==> src/rtl/ivt_defines.svh <==
// constants for the input-voltage telemetry select block
`ifndef IVT_DEFINES_SVH
`define IVT_DEFINES_SVH
// ==========================================
// source selector codes
`define IVT_SEL_RECT0_INIT 3'h0
`define IVT_SEL_RECT1_INIT 3'h1
`define IVT_SEL_CHAIN 3'h2
`define IVT_SEL_TLM_ADC 3'h3
`define IVT_SEL_FORCE 3'h4
`define IVT_SEL_RECT0_ZERO 3'h5
`define IVT_SEL_PRIM0 3'h6
`define IVT_SEL_PRIM1 3'h7
// ==========================================
// reset values
`define IVT_SEL_RESET 3'h0
// ==========================================
// field positions: slope has this many fraction bits (slope = 1.2 * 2^5 / ratio)
`define IVT_SLOPE_FRAC 5
// alpha is a 6-bit weight, full scale 64
`define IVT_ALPHA_SHIFT 6
`endif

==> src/rtl/ivt_pkg.sv <==
// types shared by the input-voltage telemetry select block
package ivt_pkg;
   // ==========================================
   // per-loop source selector
   typedef logic [2:0] ivt_sel_t;
   // sequencing of the current estimator
   typedef enum logic [1:0] {ivt_idle, ivt_mul, ivt_div} ivt_est_e;
endpackage

==> src/rtl/ivt_iin_est.sv <==
// input-current estimator from vin, vout, iout and duty
`timescale 1ns/1ps
module ivt_iin_est
   import ivt_pkg::*;
#(
   parameter int W = 16
) (
   input wire logic clock,
   input wire logic reset,
   input wire logic start,
   input wire logic [W-1:0] vin,
   input wire logic [W-1:0] vout,
   input wire logic [W-1:0] iout,
   input wire logic [W-1:0] duty,
   input wire logic [5:0] alpha,
   output logic [W-1:0] iin,
   output logic done
);
`include "ivt_defines.svh"
   // ==========================================
   // state
   ivt_est_e state_ff; // sequencer
   logic [2*W-1:0] num_ff; // dividend vout*iout
   logic [2*W-1:0] rem_ff; // restoring-division remainder
   logic [W-1:0] quo_ff; // ratio vout*iout/vin
   logic [W-1:0] vin_ff; // divisor latched at start
   logic [5:0] cnt_ff; // division step count
   logic [2*W+6:0] mix; // weighted blend
   logic [2*W:0] trial; // trial subtraction
   logic [2*W-1:0] dprod; // duty times iout
   // ==========================================
   // one quotient bit per clock keeps the divider small at 250 MHz
   assign trial = {1'b0, rem_ff[2*W-2:0], num_ff[2*W-1]} - {1'b0, {W{1'b0}}, vin_ff};
   // operands widened first so the product keeps all its bits
   assign dprod = {{W{1'b0}}, duty} * {{W{1'b0}}, iout};
   // blend: iin = (alpha*ratio_path + (64-alpha)*duty_path) / 64
   assign mix = ({7'h00, {W{1'b0}}, quo_ff} * {{(2*W+1){1'b0}}, alpha})
      + ({7'h00, dprod >> W} * {{(2*W){1'b0}}, 7'h40 - {1'b0, alpha}});
   // ==========================================
   // sequencer and datapath
   always_ff @(posedge clock or posedge reset) begin
      if (reset) begin
         state_ff <= ivt_idle;
         num_ff <= '0;
         rem_ff <= '0;
         quo_ff <= '0;
         vin_ff <= '0;
         cnt_ff <= 6'h00;
         iin <= '0;
         done <= 1'b0;
      end else begin
         done <= 1'b0;
         case (state_ff)
            ivt_idle: begin
               if (start) begin
                  num_ff <= {{W{1'b0}}, vout} * {{W{1'b0}}, iout};
                  vin_ff <= vin;
                  rem_ff <= '0;
                  quo_ff <= '0;
                  state_ff <= ivt_mul;
               end
            end
            ivt_mul: begin
               // a zero vin would divide by zero: report zero instead
               cnt_ff <= 6'(2*W);
               state_ff <= (vin_ff == '0) ? ivt_idle : ivt_div;
               if (vin_ff == '0) begin
                  iin <= '0;
                  done <= 1'b1;
               end
            end
            ivt_div: begin
               num_ff <= {num_ff[2*W-2:0], 1'b0};
               if (!trial[2*W]) begin
                  rem_ff <= trial[2*W-1:0];
                  quo_ff <= {quo_ff[W-2:0], 1'b1};
               end else begin
                  rem_ff <= {rem_ff[2*W-2:0], num_ff[2*W-1]};
                  quo_ff <= {quo_ff[W-2:0], 1'b0};
               end
               cnt_ff <= cnt_ff - 6'h01;
               if (cnt_ff == 6'h01) begin
                  state_ff <= ivt_idle;
               end
            end
            default: state_ff <= ivt_idle;
         endcase
         // publish result the cycle after the last quotient bit
         if (state_ff == ivt_div && cnt_ff == 6'h01) begin
            done <= 1'b1;
         end
         if (done && vin_ff != '0) begin
            iin <= W'(mix >> `IVT_ALPHA_SHIFT);
         end
      end
   end
endmodule // ivt_iin_est

==> src/rtl/ivt_top.sv <==
// input-voltage telemetry source select with adc scaling and input-current estimate
// ==========================================
// Summary of operation
// RULE1 - selector 2: loop 0 vout feeds loop 1
// RULE2 - selector 3: vin from telemetry converter
// RULE3 - selector 4: firmware forced vin
// RULE4 - 0,1,5 rectified sense; 6,7 primary sense
// RULE5 - adc vin equals slope times code plus trim
// RULE6 - software sets slope 1.2*32/divider ratio
// RULE7 - software sets rectified initial value, full bridge
// RULE8 - half bridge initial value uses half vin
// RULE9 - estimate input current, alpha weights ratio/duty
// RULE10 - separate three-bit selector per loop, reset zero
`timescale 1ns/1ps
module ivt_top
   import ivt_pkg::*;
#(
   parameter int W = 16, // telemetry word width
   parameter int AW = 12 // telemetry converter code width
) (
   input wire logic clock,
   input wire logic reset,
   input wire logic [2:0] loop0_input_voltage_source_selector,
   input wire logic [2:0] loop1_input_voltage_source_selector,
   input wire logic [W-1:0] rectified_voltage_sense_input,
   input wire logic [W-1:0] second_rectified_sense_input,
   input wire logic [W-1:0] loop0_output_voltage,
   input wire logic [W-1:0] loop1_output_voltage,
   input wire logic [AW-1:0] telemetry_converter_code,
   input wire logic telemetry_converter_valid,
   input wire logic [W-1:0] vin_slope,
   input wire logic [W-1:0] vin_trim,
   input wire logic [W-1:0] vin_force,
   input wire logic [W-1:0] rect_init_value,
   input wire logic [1:0] loop_started,
   input wire logic [1:0] iin_estimate_enable,
   input wire logic [W-1:0] loop0_output_current,
   input wire logic [W-1:0] loop1_output_current,
   input wire logic [W-1:0] loop0_duty,
   input wire logic [W-1:0] loop1_duty,
   input wire logic [5:0] iin_alpha,
   output logic [W-1:0] loop0_input_voltage,
   output logic [W-1:0] loop1_input_voltage,
   output logic [W-1:0] loop0_input_current,
   output logic [W-1:0] loop1_input_current,
   output logic [1:0] iin_update
);
`include "ivt_defines.svh"
   // ==========================================
   // loop start inputs pass two flops before use; selectors pass one
   logic [1:0] started_s1_ff; // first synchroniser stage
   logic [1:0] started_s2_ff; // synchronised start flags
   ivt_sel_t sel_ff [2]; // per-loop selectors registered
   logic [W-1:0] adc_vin_ff; // scaled converter result
   logic [W-1:0] vout [2]; // per-loop measured vout
   logic [W-1:0] iout [2]; // per-loop output current
   logic [W-1:0] duty [2]; // per-loop duty
   logic [W-1:0] vin_q [2]; // per-loop selected vin
   logic [W-1:0] iin_q [2]; // estimator results
   logic [1:0] est_done; // estimator done pulses
   logic [7:0] tick_ff; // estimator launch divider
   logic [W+AW-1:0] adc_prod; // slope times code
   logic [W-1:0] adc_sum; // scaled plus trim

   assign vout[0] = loop0_output_voltage;
   assign vout[1] = loop1_output_voltage;
   assign iout[0] = loop0_output_current;
   assign iout[1] = loop1_output_current;
   assign duty[0] = loop0_duty;
   assign duty[1] = loop1_duty;

   // ==========================================
   // start flags come from other logic domains, so synchronise
   always_ff @(posedge clock or posedge reset) begin
      if (reset) begin
         started_s1_ff <= 2'h0;
         started_s2_ff <= 2'h0;
      end else begin
         started_s1_ff <= loop_started;
         started_s2_ff <= started_s1_ff;
      end
   end

   // ==========================================
   // selectors, one per loop, reset to zero
   always_ff @(posedge clock or posedge reset) begin
      if (reset) begin
         sel_ff[0] <= `IVT_SEL_RESET; // [RULE10]
         sel_ff[1] <= `IVT_SEL_RESET; // [RULE10]
      end else begin
         sel_ff[0] <= loop0_input_voltage_source_selector;
         sel_ff[1] <= loop1_input_voltage_source_selector;
      end
   end

   // ==========================================
   // converter scaling: slope carries 5 fraction bits; the sum wraps, so trim must keep it in range
   assign adc_prod = {{AW{1'b0}}, vin_slope} * {{W{1'b0}}, telemetry_converter_code};
   assign adc_sum = W'(adc_prod >> `IVT_SLOPE_FRAC) + vin_trim;
   always_ff @(posedge clock or posedge reset) begin
      if (reset) begin
         adc_vin_ff <= '0;
      end else if (telemetry_converter_valid) begin
         adc_vin_ff <= adc_sum; // [RULE5]
      end
   end

   // ==========================================
   // per-loop source mux and current estimator
   for (genvar g = 0; g < 2; g++) begin : g_loop
      logic [W-1:0] rect; // rectified source for this loop
      logic [W-1:0] nxt_vin; // next selected vin
      logic [W-1:0] vin_ff; // registered vin output
      assign rect = (g == 0) ? rectified_voltage_sense_input : second_rectified_sense_input;
      // source choice; the rectified init value is loaded by software
      always_comb begin
         case (sel_ff[g])
            `IVT_SEL_RECT0_INIT: nxt_vin = started_s2_ff[g] ? rectified_voltage_sense_input
               : rect_init_value; // [RULE4]
            `IVT_SEL_RECT1_INIT: nxt_vin = started_s2_ff[g] ? second_rectified_sense_input
               : rect_init_value; // [RULE4]
            `IVT_SEL_CHAIN: nxt_vin = (g == 1) ? loop0_output_voltage : rect; // [RULE1]
            `IVT_SEL_TLM_ADC: nxt_vin = adc_vin_ff; // [RULE2]
            `IVT_SEL_FORCE: nxt_vin = vin_force; // [RULE3]
            `IVT_SEL_RECT0_ZERO: nxt_vin = started_s2_ff[g] ? rectified_voltage_sense_input
               : '0; // [RULE4]
            `IVT_SEL_PRIM0: nxt_vin = rectified_voltage_sense_input; // [RULE4]
            `IVT_SEL_PRIM1: nxt_vin = second_rectified_sense_input; // [RULE4]
            default: nxt_vin = '0;
         endcase
      end
      // registered so the data output comes from a flop
      always_ff @(posedge clock or posedge reset) begin
         if (reset) begin
            vin_ff <= '0;
         end else begin
            vin_ff <= nxt_vin;
         end
      end
      assign vin_q[g] = vin_ff;
      // estimator launched on a periodic tick while enabled
      ivt_iin_est #(.W(W)) u_est (
         .clock(clock),
         .reset(reset),
         .start(iin_estimate_enable[g] && tick_ff == 8'h00), // [RULE9]
         .vin(vin_ff),
         .vout(vout[g]),
         .iout(iout[g]),
         .duty(duty[g]),
         .alpha(iin_alpha),
         .iin(iin_q[g]),
         .done(est_done[g])
      );
   end

   // ==========================================
   // free-running launch divider; 256 cycles exceeds one estimate (~35 cycles)
   always_ff @(posedge clock or posedge reset) begin
      if (reset) begin
         tick_ff <= 8'h00;
      end else begin
         tick_ff <= tick_ff + 8'h01;
      end
   end

   assign loop0_input_voltage = vin_q[0];
   assign loop1_input_voltage = vin_q[1];
   assign loop0_input_current = iin_q[0];
   assign loop1_input_current = iin_q[1];
   assign iin_update = est_done;
endmodule // ivt_top

==> config.mk <==
export PLATFORM = sky130hd
export DESIGN_NAME = ivt_top
export DESIGN_NICKNAME = d
export VERILOG_FILES = /design/src/rtl/ivt_pkg.sv /design/src/rtl/ivt_iin_est.sv /design/src/rtl/ivt_top.sv
export VERILOG_INCLUDE_DIRS = /design/src /design/src/rtl
export SDC_FILE = /design/constraint.sdc
export NUM_CORES = 2
export LEC_CHECK = 0
export ABC_AREA = 1
export ABC_CLOCK_PERIOD_IN_PS = 12700
export BUFFER_PORTS_ARGS = -buffer_cell sky130_fd_sc_hd__clkbuf_2
export CORE_MARGIN = 2
export CORE_UTILIZATION = 55
export CTS_CLUSTER_DIAMETER = 30
export DETAILED_ROUTE_END_ITERATION = 8
export PLACE_DENSITY_LB_ADDON = 0.08
export SYNTH_ARGS = -nofsm -noshare
export SYNTH_HDL_FRONTEND = slang
export SYNTH_SLANG_ARGS = --single-unit
==> constraint.sdc <==
create_clock -name clock -period 12.7 [get_ports clock]
set_input_delay 0.635 -clock clock [delete_from_list [all_inputs] [get_ports clock]]
set_output_delay 0.635 -clock clock [all_outputs]
set_load 0.02 [all_outputs]
After elaboration in Yosys (flattened, before gate mapping)
Index checks and enable logic that the tools add are counted.

Equality and inequality tests: 24. Shifts and indexed selects: 0. Bitwise operators: 0. Multiply operators: 9. Divide/modulo/power cells: 0. Multiplexer cells: 46. Reduce and logical (&&, ||, !) cells: 32. $lt $le $gt $ge: 0. Add/sub/neg operators: 9.

Operators by type and width (number): two-way mux 16 bit (14); multiplier 16 x 16 -> 32 bit (4); case mux 16 bit (8 select lines) (1); case mux 32 bit (2 select lines) (2); two-way mux 31 bit (4); case mux 31 bit (2 select lines) (2); case mux 16 bit (7 select lines) (1); subtractor 32 x 16 -> 33 bit (2); two-way mux 32 bit (2); case mux 16 bit (2 select lines) (2); adder 22 bit (2); multiplier 16 x 6 -> 22 bit (2); multiplier 16 x 7 -> 22 bit (2); zero test 16 bit (2); nonzero test 16 bit (2); equality test 3 bit, second input constant (8); case mux 6 bit (2 select lines) (2); multiplier 16 x 12 -> 21 bit (1); adder 16 bit (1); AND reduction 2 bit (8); nonzero test 2 bit (8); equality test 3 x 2 -> 1 bit, second input constant (4); equality test 6 x 1 -> 1 bit, second input constant (2); two-way mux 2 bit (6); 14 further kinds (36).

Flip-flop bits (word level): 306. Word-level logic and storage cells: 144. Input bits: 223. Output and inout bits: 66. Bits in writable memories: 0. Memories kept: 0. Memory bits (read-only): 0. Latch bits: 0.

Longest topological paths before layout
Depth after elaboration: 4. Gate-level depth with buffers: 49. Gate-level depth less buffers: 47.

Cells and area by module
Synthesis repeated with hierarchy kept, for this count alone.

Cell total of the unflattened synthesis: 9156. Area, all modules: 69794.4 sq um.

By module, submodules not included: ivt_iin_est (g_loop[0].u_est) (instances 1, cells each 3904, area an instance 29946.2 sq um); ivt_iin_est (g_loop[1].u_est) (instances 1, cells each 3885, area an instance 29898.7 sq um); ivt_top (instances 1, cells each 1367, area an instance 9949.5 sq um).

Worst setup path before layout
OpenSTA, ideal clock, no wires.

Path type: input to register. Start point: input port loop1_duty[7]. End point: register g_loop[1].u_est.iin[15]. Setup slack: 2.886 ns. Stages on the path: 46. Arrival: 9.696 ns. Data required time: 12.582 ns. Cell sequence: clkbuf_1 -> clkbuf_1 -> nand2_1 -> fa_1 -> inv_1 -> fa_1 -> inv_1 -> fa_1 -> inv_1 -> fa_1 -> fa_1 -> inv_1 -> fa_1 -> inv_1 -> ha_1 -> nand2_1 -> inv_1 -> nand2_1 -> [10 not listed] -> nand2_1 -> fa_1 -> fa_1 -> inv_1 -> fa_1 -> fa_1 -> inv_1 -> fa_1 -> inv_1 -> ha_1 -> a21oi_1 -> o21ai_0 -> a21oi_1 -> o221ai_1 -> a21oi_1 -> nand3_1 -> nand3_1 -> nand2_1.

Longest elaborated chain between the ends: 4.

RTL lines: start: declaration (line ivt_top.sv:40) `input wire logic [W-1:0] loop1_duty,`; multiplier 16 x 16 -> 32 bit (line ivt_iin_est.sv:35) `assign dprod = {{W{1'b0}}, duty} * {{W{1'b0}}, iout};`; multiplier 16 x 7 -> 22 bit (line ivt_iin_est.sv:38) `+ ({7'h00, dprod >> W} * {{(2*W){1'b0}}, 7'h40 - {1'b0, alpha}});`; adder 22 bit (line ivt_iin_est.sv:38); two-way mux 16 bit (line ivt_iin_est.sv:92) `if (done && vin_ff != '0) begin`; end signal: assignment (line ivt_iin_est.sv:93) `` iin <= W'(mix >> `IVT_ALPHA_SHIFT); ``; end: declaration (line ivt_iin_est.sv:16) `output logic [W-1:0] iin,`.

Every way passes these cells. A chain may end at the register's enable or synchronous reset.

Worst setup path after layout
Start point: input port loop0_output_current[7]. End point: register g_loop[0].u_est.iin[15].

Longest elaborated chain between the ends: 4.

RTL lines: start: declaration (line ivt_top.sv:37) `input wire logic [W-1:0] loop0_output_current,`; multiplier 16 x 16 -> 32 bit (line ivt_iin_est.sv:35); multiplier 16 x 7 -> 22 bit (line ivt_iin_est.sv:38); adder 22 bit (line ivt_iin_est.sv:38); two-way mux 16 bit (line ivt_iin_est.sv:92); end signal: assignment (line ivt_iin_est.sv:93); end: declaration (line ivt_iin_est.sv:16).

Every way passes these cells.

==> qor.yml <==
final_cell_mix: "nand2_1 (2389), inv_1 (2381), fa_1 (1220)"
crit_arrival_ns: 10.92
grt-ovfl-total: 0
grt_util_all_layers: 0.315
crit_fanout: 32
ys.warnings.count: 0
dieArea_mm2: 0.130
routabilityCongestion: 0.934
synthDistinctLibCells: 66
post_cts_buffers: 0
hpwl_um: 161000
synth_area_mm2: 0.0698
drt-initial-drc-count: 4274
clock_sinks: 306
die_w_um: 360
tritoncts: "done"
synth_top_family_by_area: "adder cells"
synth_mux_area_frac: 0
max_cap_violations: 0
seq_area_frac_synth: 0.110
cp-end-kind: "flip-flop"
synth_fa_ha_area_frac: 0.459
slowest_delay_ns: 0.66
relSlewSlack: 0.168
synth-main-ff-cell: "dfrtp_1"
initial_utilization: 0.555
cts.clk_slew.worst_paths_ns: 0.04
grt_pass1_wl_um: 326000
cts_buffer_depth: 3
worst_hold_path_type: "in2async"
outcome: "finished clean"
ys_ff_latch: 306
synth_xor_xnor_area_share: 0.0169
avgRoutedWirePerCell_um: 18.1
die_h_um: 360
cts_buffers: 76
async_flop_share: 1.00
h-tree-depth: 3
synth-compound-area-share: 0.0781
final_common_cell: "nand2_1"
vias_per_cell: 5.37
drt_wl_total_um: 199000
fp-row-count: 130
vias: 59100
crit_top_cell: "fa_1"
fin_crit_ns: 10.42
syn_to_final_growth_pct: 7.17
tns_ns: 0
synth_nets: 11300
rsz0062_at_grt: "false"
pin_count: 289
synth_area_per_cell_um2: 7.54
worst_pin_slew_ns: 1.24
nets: 11300
hold_buffers: 0
slew_violations: 0
synth_cells: 9260
grt_max_degree: 163
portBuffers: 288
crit_path_start_kind: "input pin"
worstPathRequired_ns: 13.20
cts-resized-gates: 0
clock.fmax_mhz: 96.0
finClkSkew_ns: 0.0552
grt_antenna_before_repair: 22
core_mm2: 0.126
drive_gt1_frac: 0.0559
synth-edff-count: 0
finalCritPeriodShare: 0.820
clkLatencyLatePin_ns: 0.67
finalSetupViolations: 0
drcViolationCount: 0
finalHoldViolCount: 0
ant_nets: 0
grt_pass1_vias: 61800
cp_slowest_cell: "clkbuf_2"
yosys.area_share.simple: 0.186
cts-root-buf: "clkbuf_16"
worstSetupPathType: "in2reg"
drtPass1Iterations: 6
-- per-stage QoR --
| stage | setup slack [ns] | std cells | cell area (um^2) | util | hold slack (ns) |
|---|---|---|---|---|---|
| after floorplan | 2.89 | 9260 | 69800 | - | 0.331 |
| after global placement | 1.82 | 10800 | 72200 | 0.573 | 0.334 |
| after detailed placement | 1.68 | 10800 | 72200 | 0.573 | 0.336 |
| after CTS | 2.35 | 11000 | 74800 | 0.594 | 0.0192 |
| after global routing | 1.61 | 11000 | 74800 | 0.595 | 0.0535 |
| final | 2.28 | 11000 | 74900 | 0.595 | 0.0727 |
-- synth_stat cells, types with 32 or more instances --
| cell | number | share of area |
|---|---|---|
| a21oi_1 | 344 | 0.025 |
| clkbuf_1 | 354 | 0.019 |
| dfrtp_1 | 306 | 0.11 |
| fa_1 | 1220 | 0.35 |
| ha_1 | 609 | 0.11 |
| inv_1 | 2382 | 0.13 |
| nand2_1 | 2389 | 0.13 |
| nand3_1 | 251 | 0.018 |
| nand4_1 | 48 | 0.0043 |
| nor2_1 | 426 | 0.023 |
| nor3_1 | 59 | 0.0042 |
| o21ai_0 | 312 | 0.022 |
| o21ai_1 | 32 | 0.0023 |
| o22ai_1 | 51 | 0.0046 |
| xnor2_1 | 47 | 0.0059 |
| xor2_1 | 84 | 0.011 |
-- final timing paths --
| check | endpoint | slack, ns | from | cells past startpoint |
|---|---|---|---|---|
| min in group clock | sel_ff[0]$_DFF_PP0_ | 0.07 | loop1_input_voltage_source_selector[0] | 1 |
| max in group asynchronous | g_loop[1].u_est.vin_ff[8]$_DFFE_PP0P_ | 10.45 | reset | 4 |
| max | g_loop[0].u_est.iin[15]$_DFFE_PP0P_ | 2.28 | loop0_output_current[7] | 39 |
| max reg2reg | g_loop[0].u_est.iin[15]$_DFFE_PP0P_ | 7.68 | g_loop[0].u_est.quo_ff[2]$_DFFE_PP0P_ | 18 |
| min | g_loop[0].u_est.iin[0]$_DFFE_PP0P_ | 0.07 | reset | 2 |
| min reg2reg | started_s2_ff[1]$_DFF_PP0_ | 0.35 | started_s1_ff[1]$_DFF_PP0_ | 0 |
-- flip-flops by register name, summed over array words and instances, names as in the netlist --
name / cells
g_loop.u_est.rem_ff: 62
g_loop.u_est.state_ff: 4
started_s2_ff: 2
g_loop.u_est.num_ff: 64
sel_ff: 6
started_s1_ff: 2
g_loop.u_est.done: 2
g_loop.u_est.quo_ff: 32
g_loop.u_est.iin: 32
g_loop.u_est.vin_ff: 32
adc_vin_ff: 16
g_loop.u_est.cnt_ff: 12
loop0_input_voltage: 16
tick_ff: 8
loop1_input_voltage: 16
-- logic make-up (layout without fill, tap and decap cells) --
logic type / Yosys count / count (layout)
AO/OA/AOI/OAI: 953 / 953
other: 0 / 12
XOR/XNOR: 133 / 133
buffers and inverters: 2782 / 2859
AND/OR/NAND/NOR: 3257 / 3257
adder cells (fa/ha/maj): 1829 / 1829
flip-flops: 306 / 306
-- cell type report --
cell class / instances / area (um^2)
clock inverters: 39 / 529
diodes: 12 / 30.0
inverters: 2402 / 9020
multi-input cells: 6172 / 51800
well taps: 1650 / 2060
clock buffers: 100 / 2100
repair buffers: 318 / 1680
fillers: 11900 / 51000
flip-flops and latches: 306 / 7660
-- routing by layer --
metal,wire (um),GRT usage
met5,125,0
met4,8410,0.123
met3,13800,0.0480
met2,94300,0.528
met1,82600,0.412
-- critical path, delay by kind of cell --
kind                     cells  cell delay, ns
AND/OR/NAND/NOR              5            0.68
buffers and inverters        9            1.06
AO/OA/AOI/OAI               11            1.82
adder cells (fa/ha/maj)     13            6.02
XOR/XNOR                     1            0.63
Power is not shown: default switching activity piles up to over one toggle a cycle in this logic, so the estimate is an artifact.
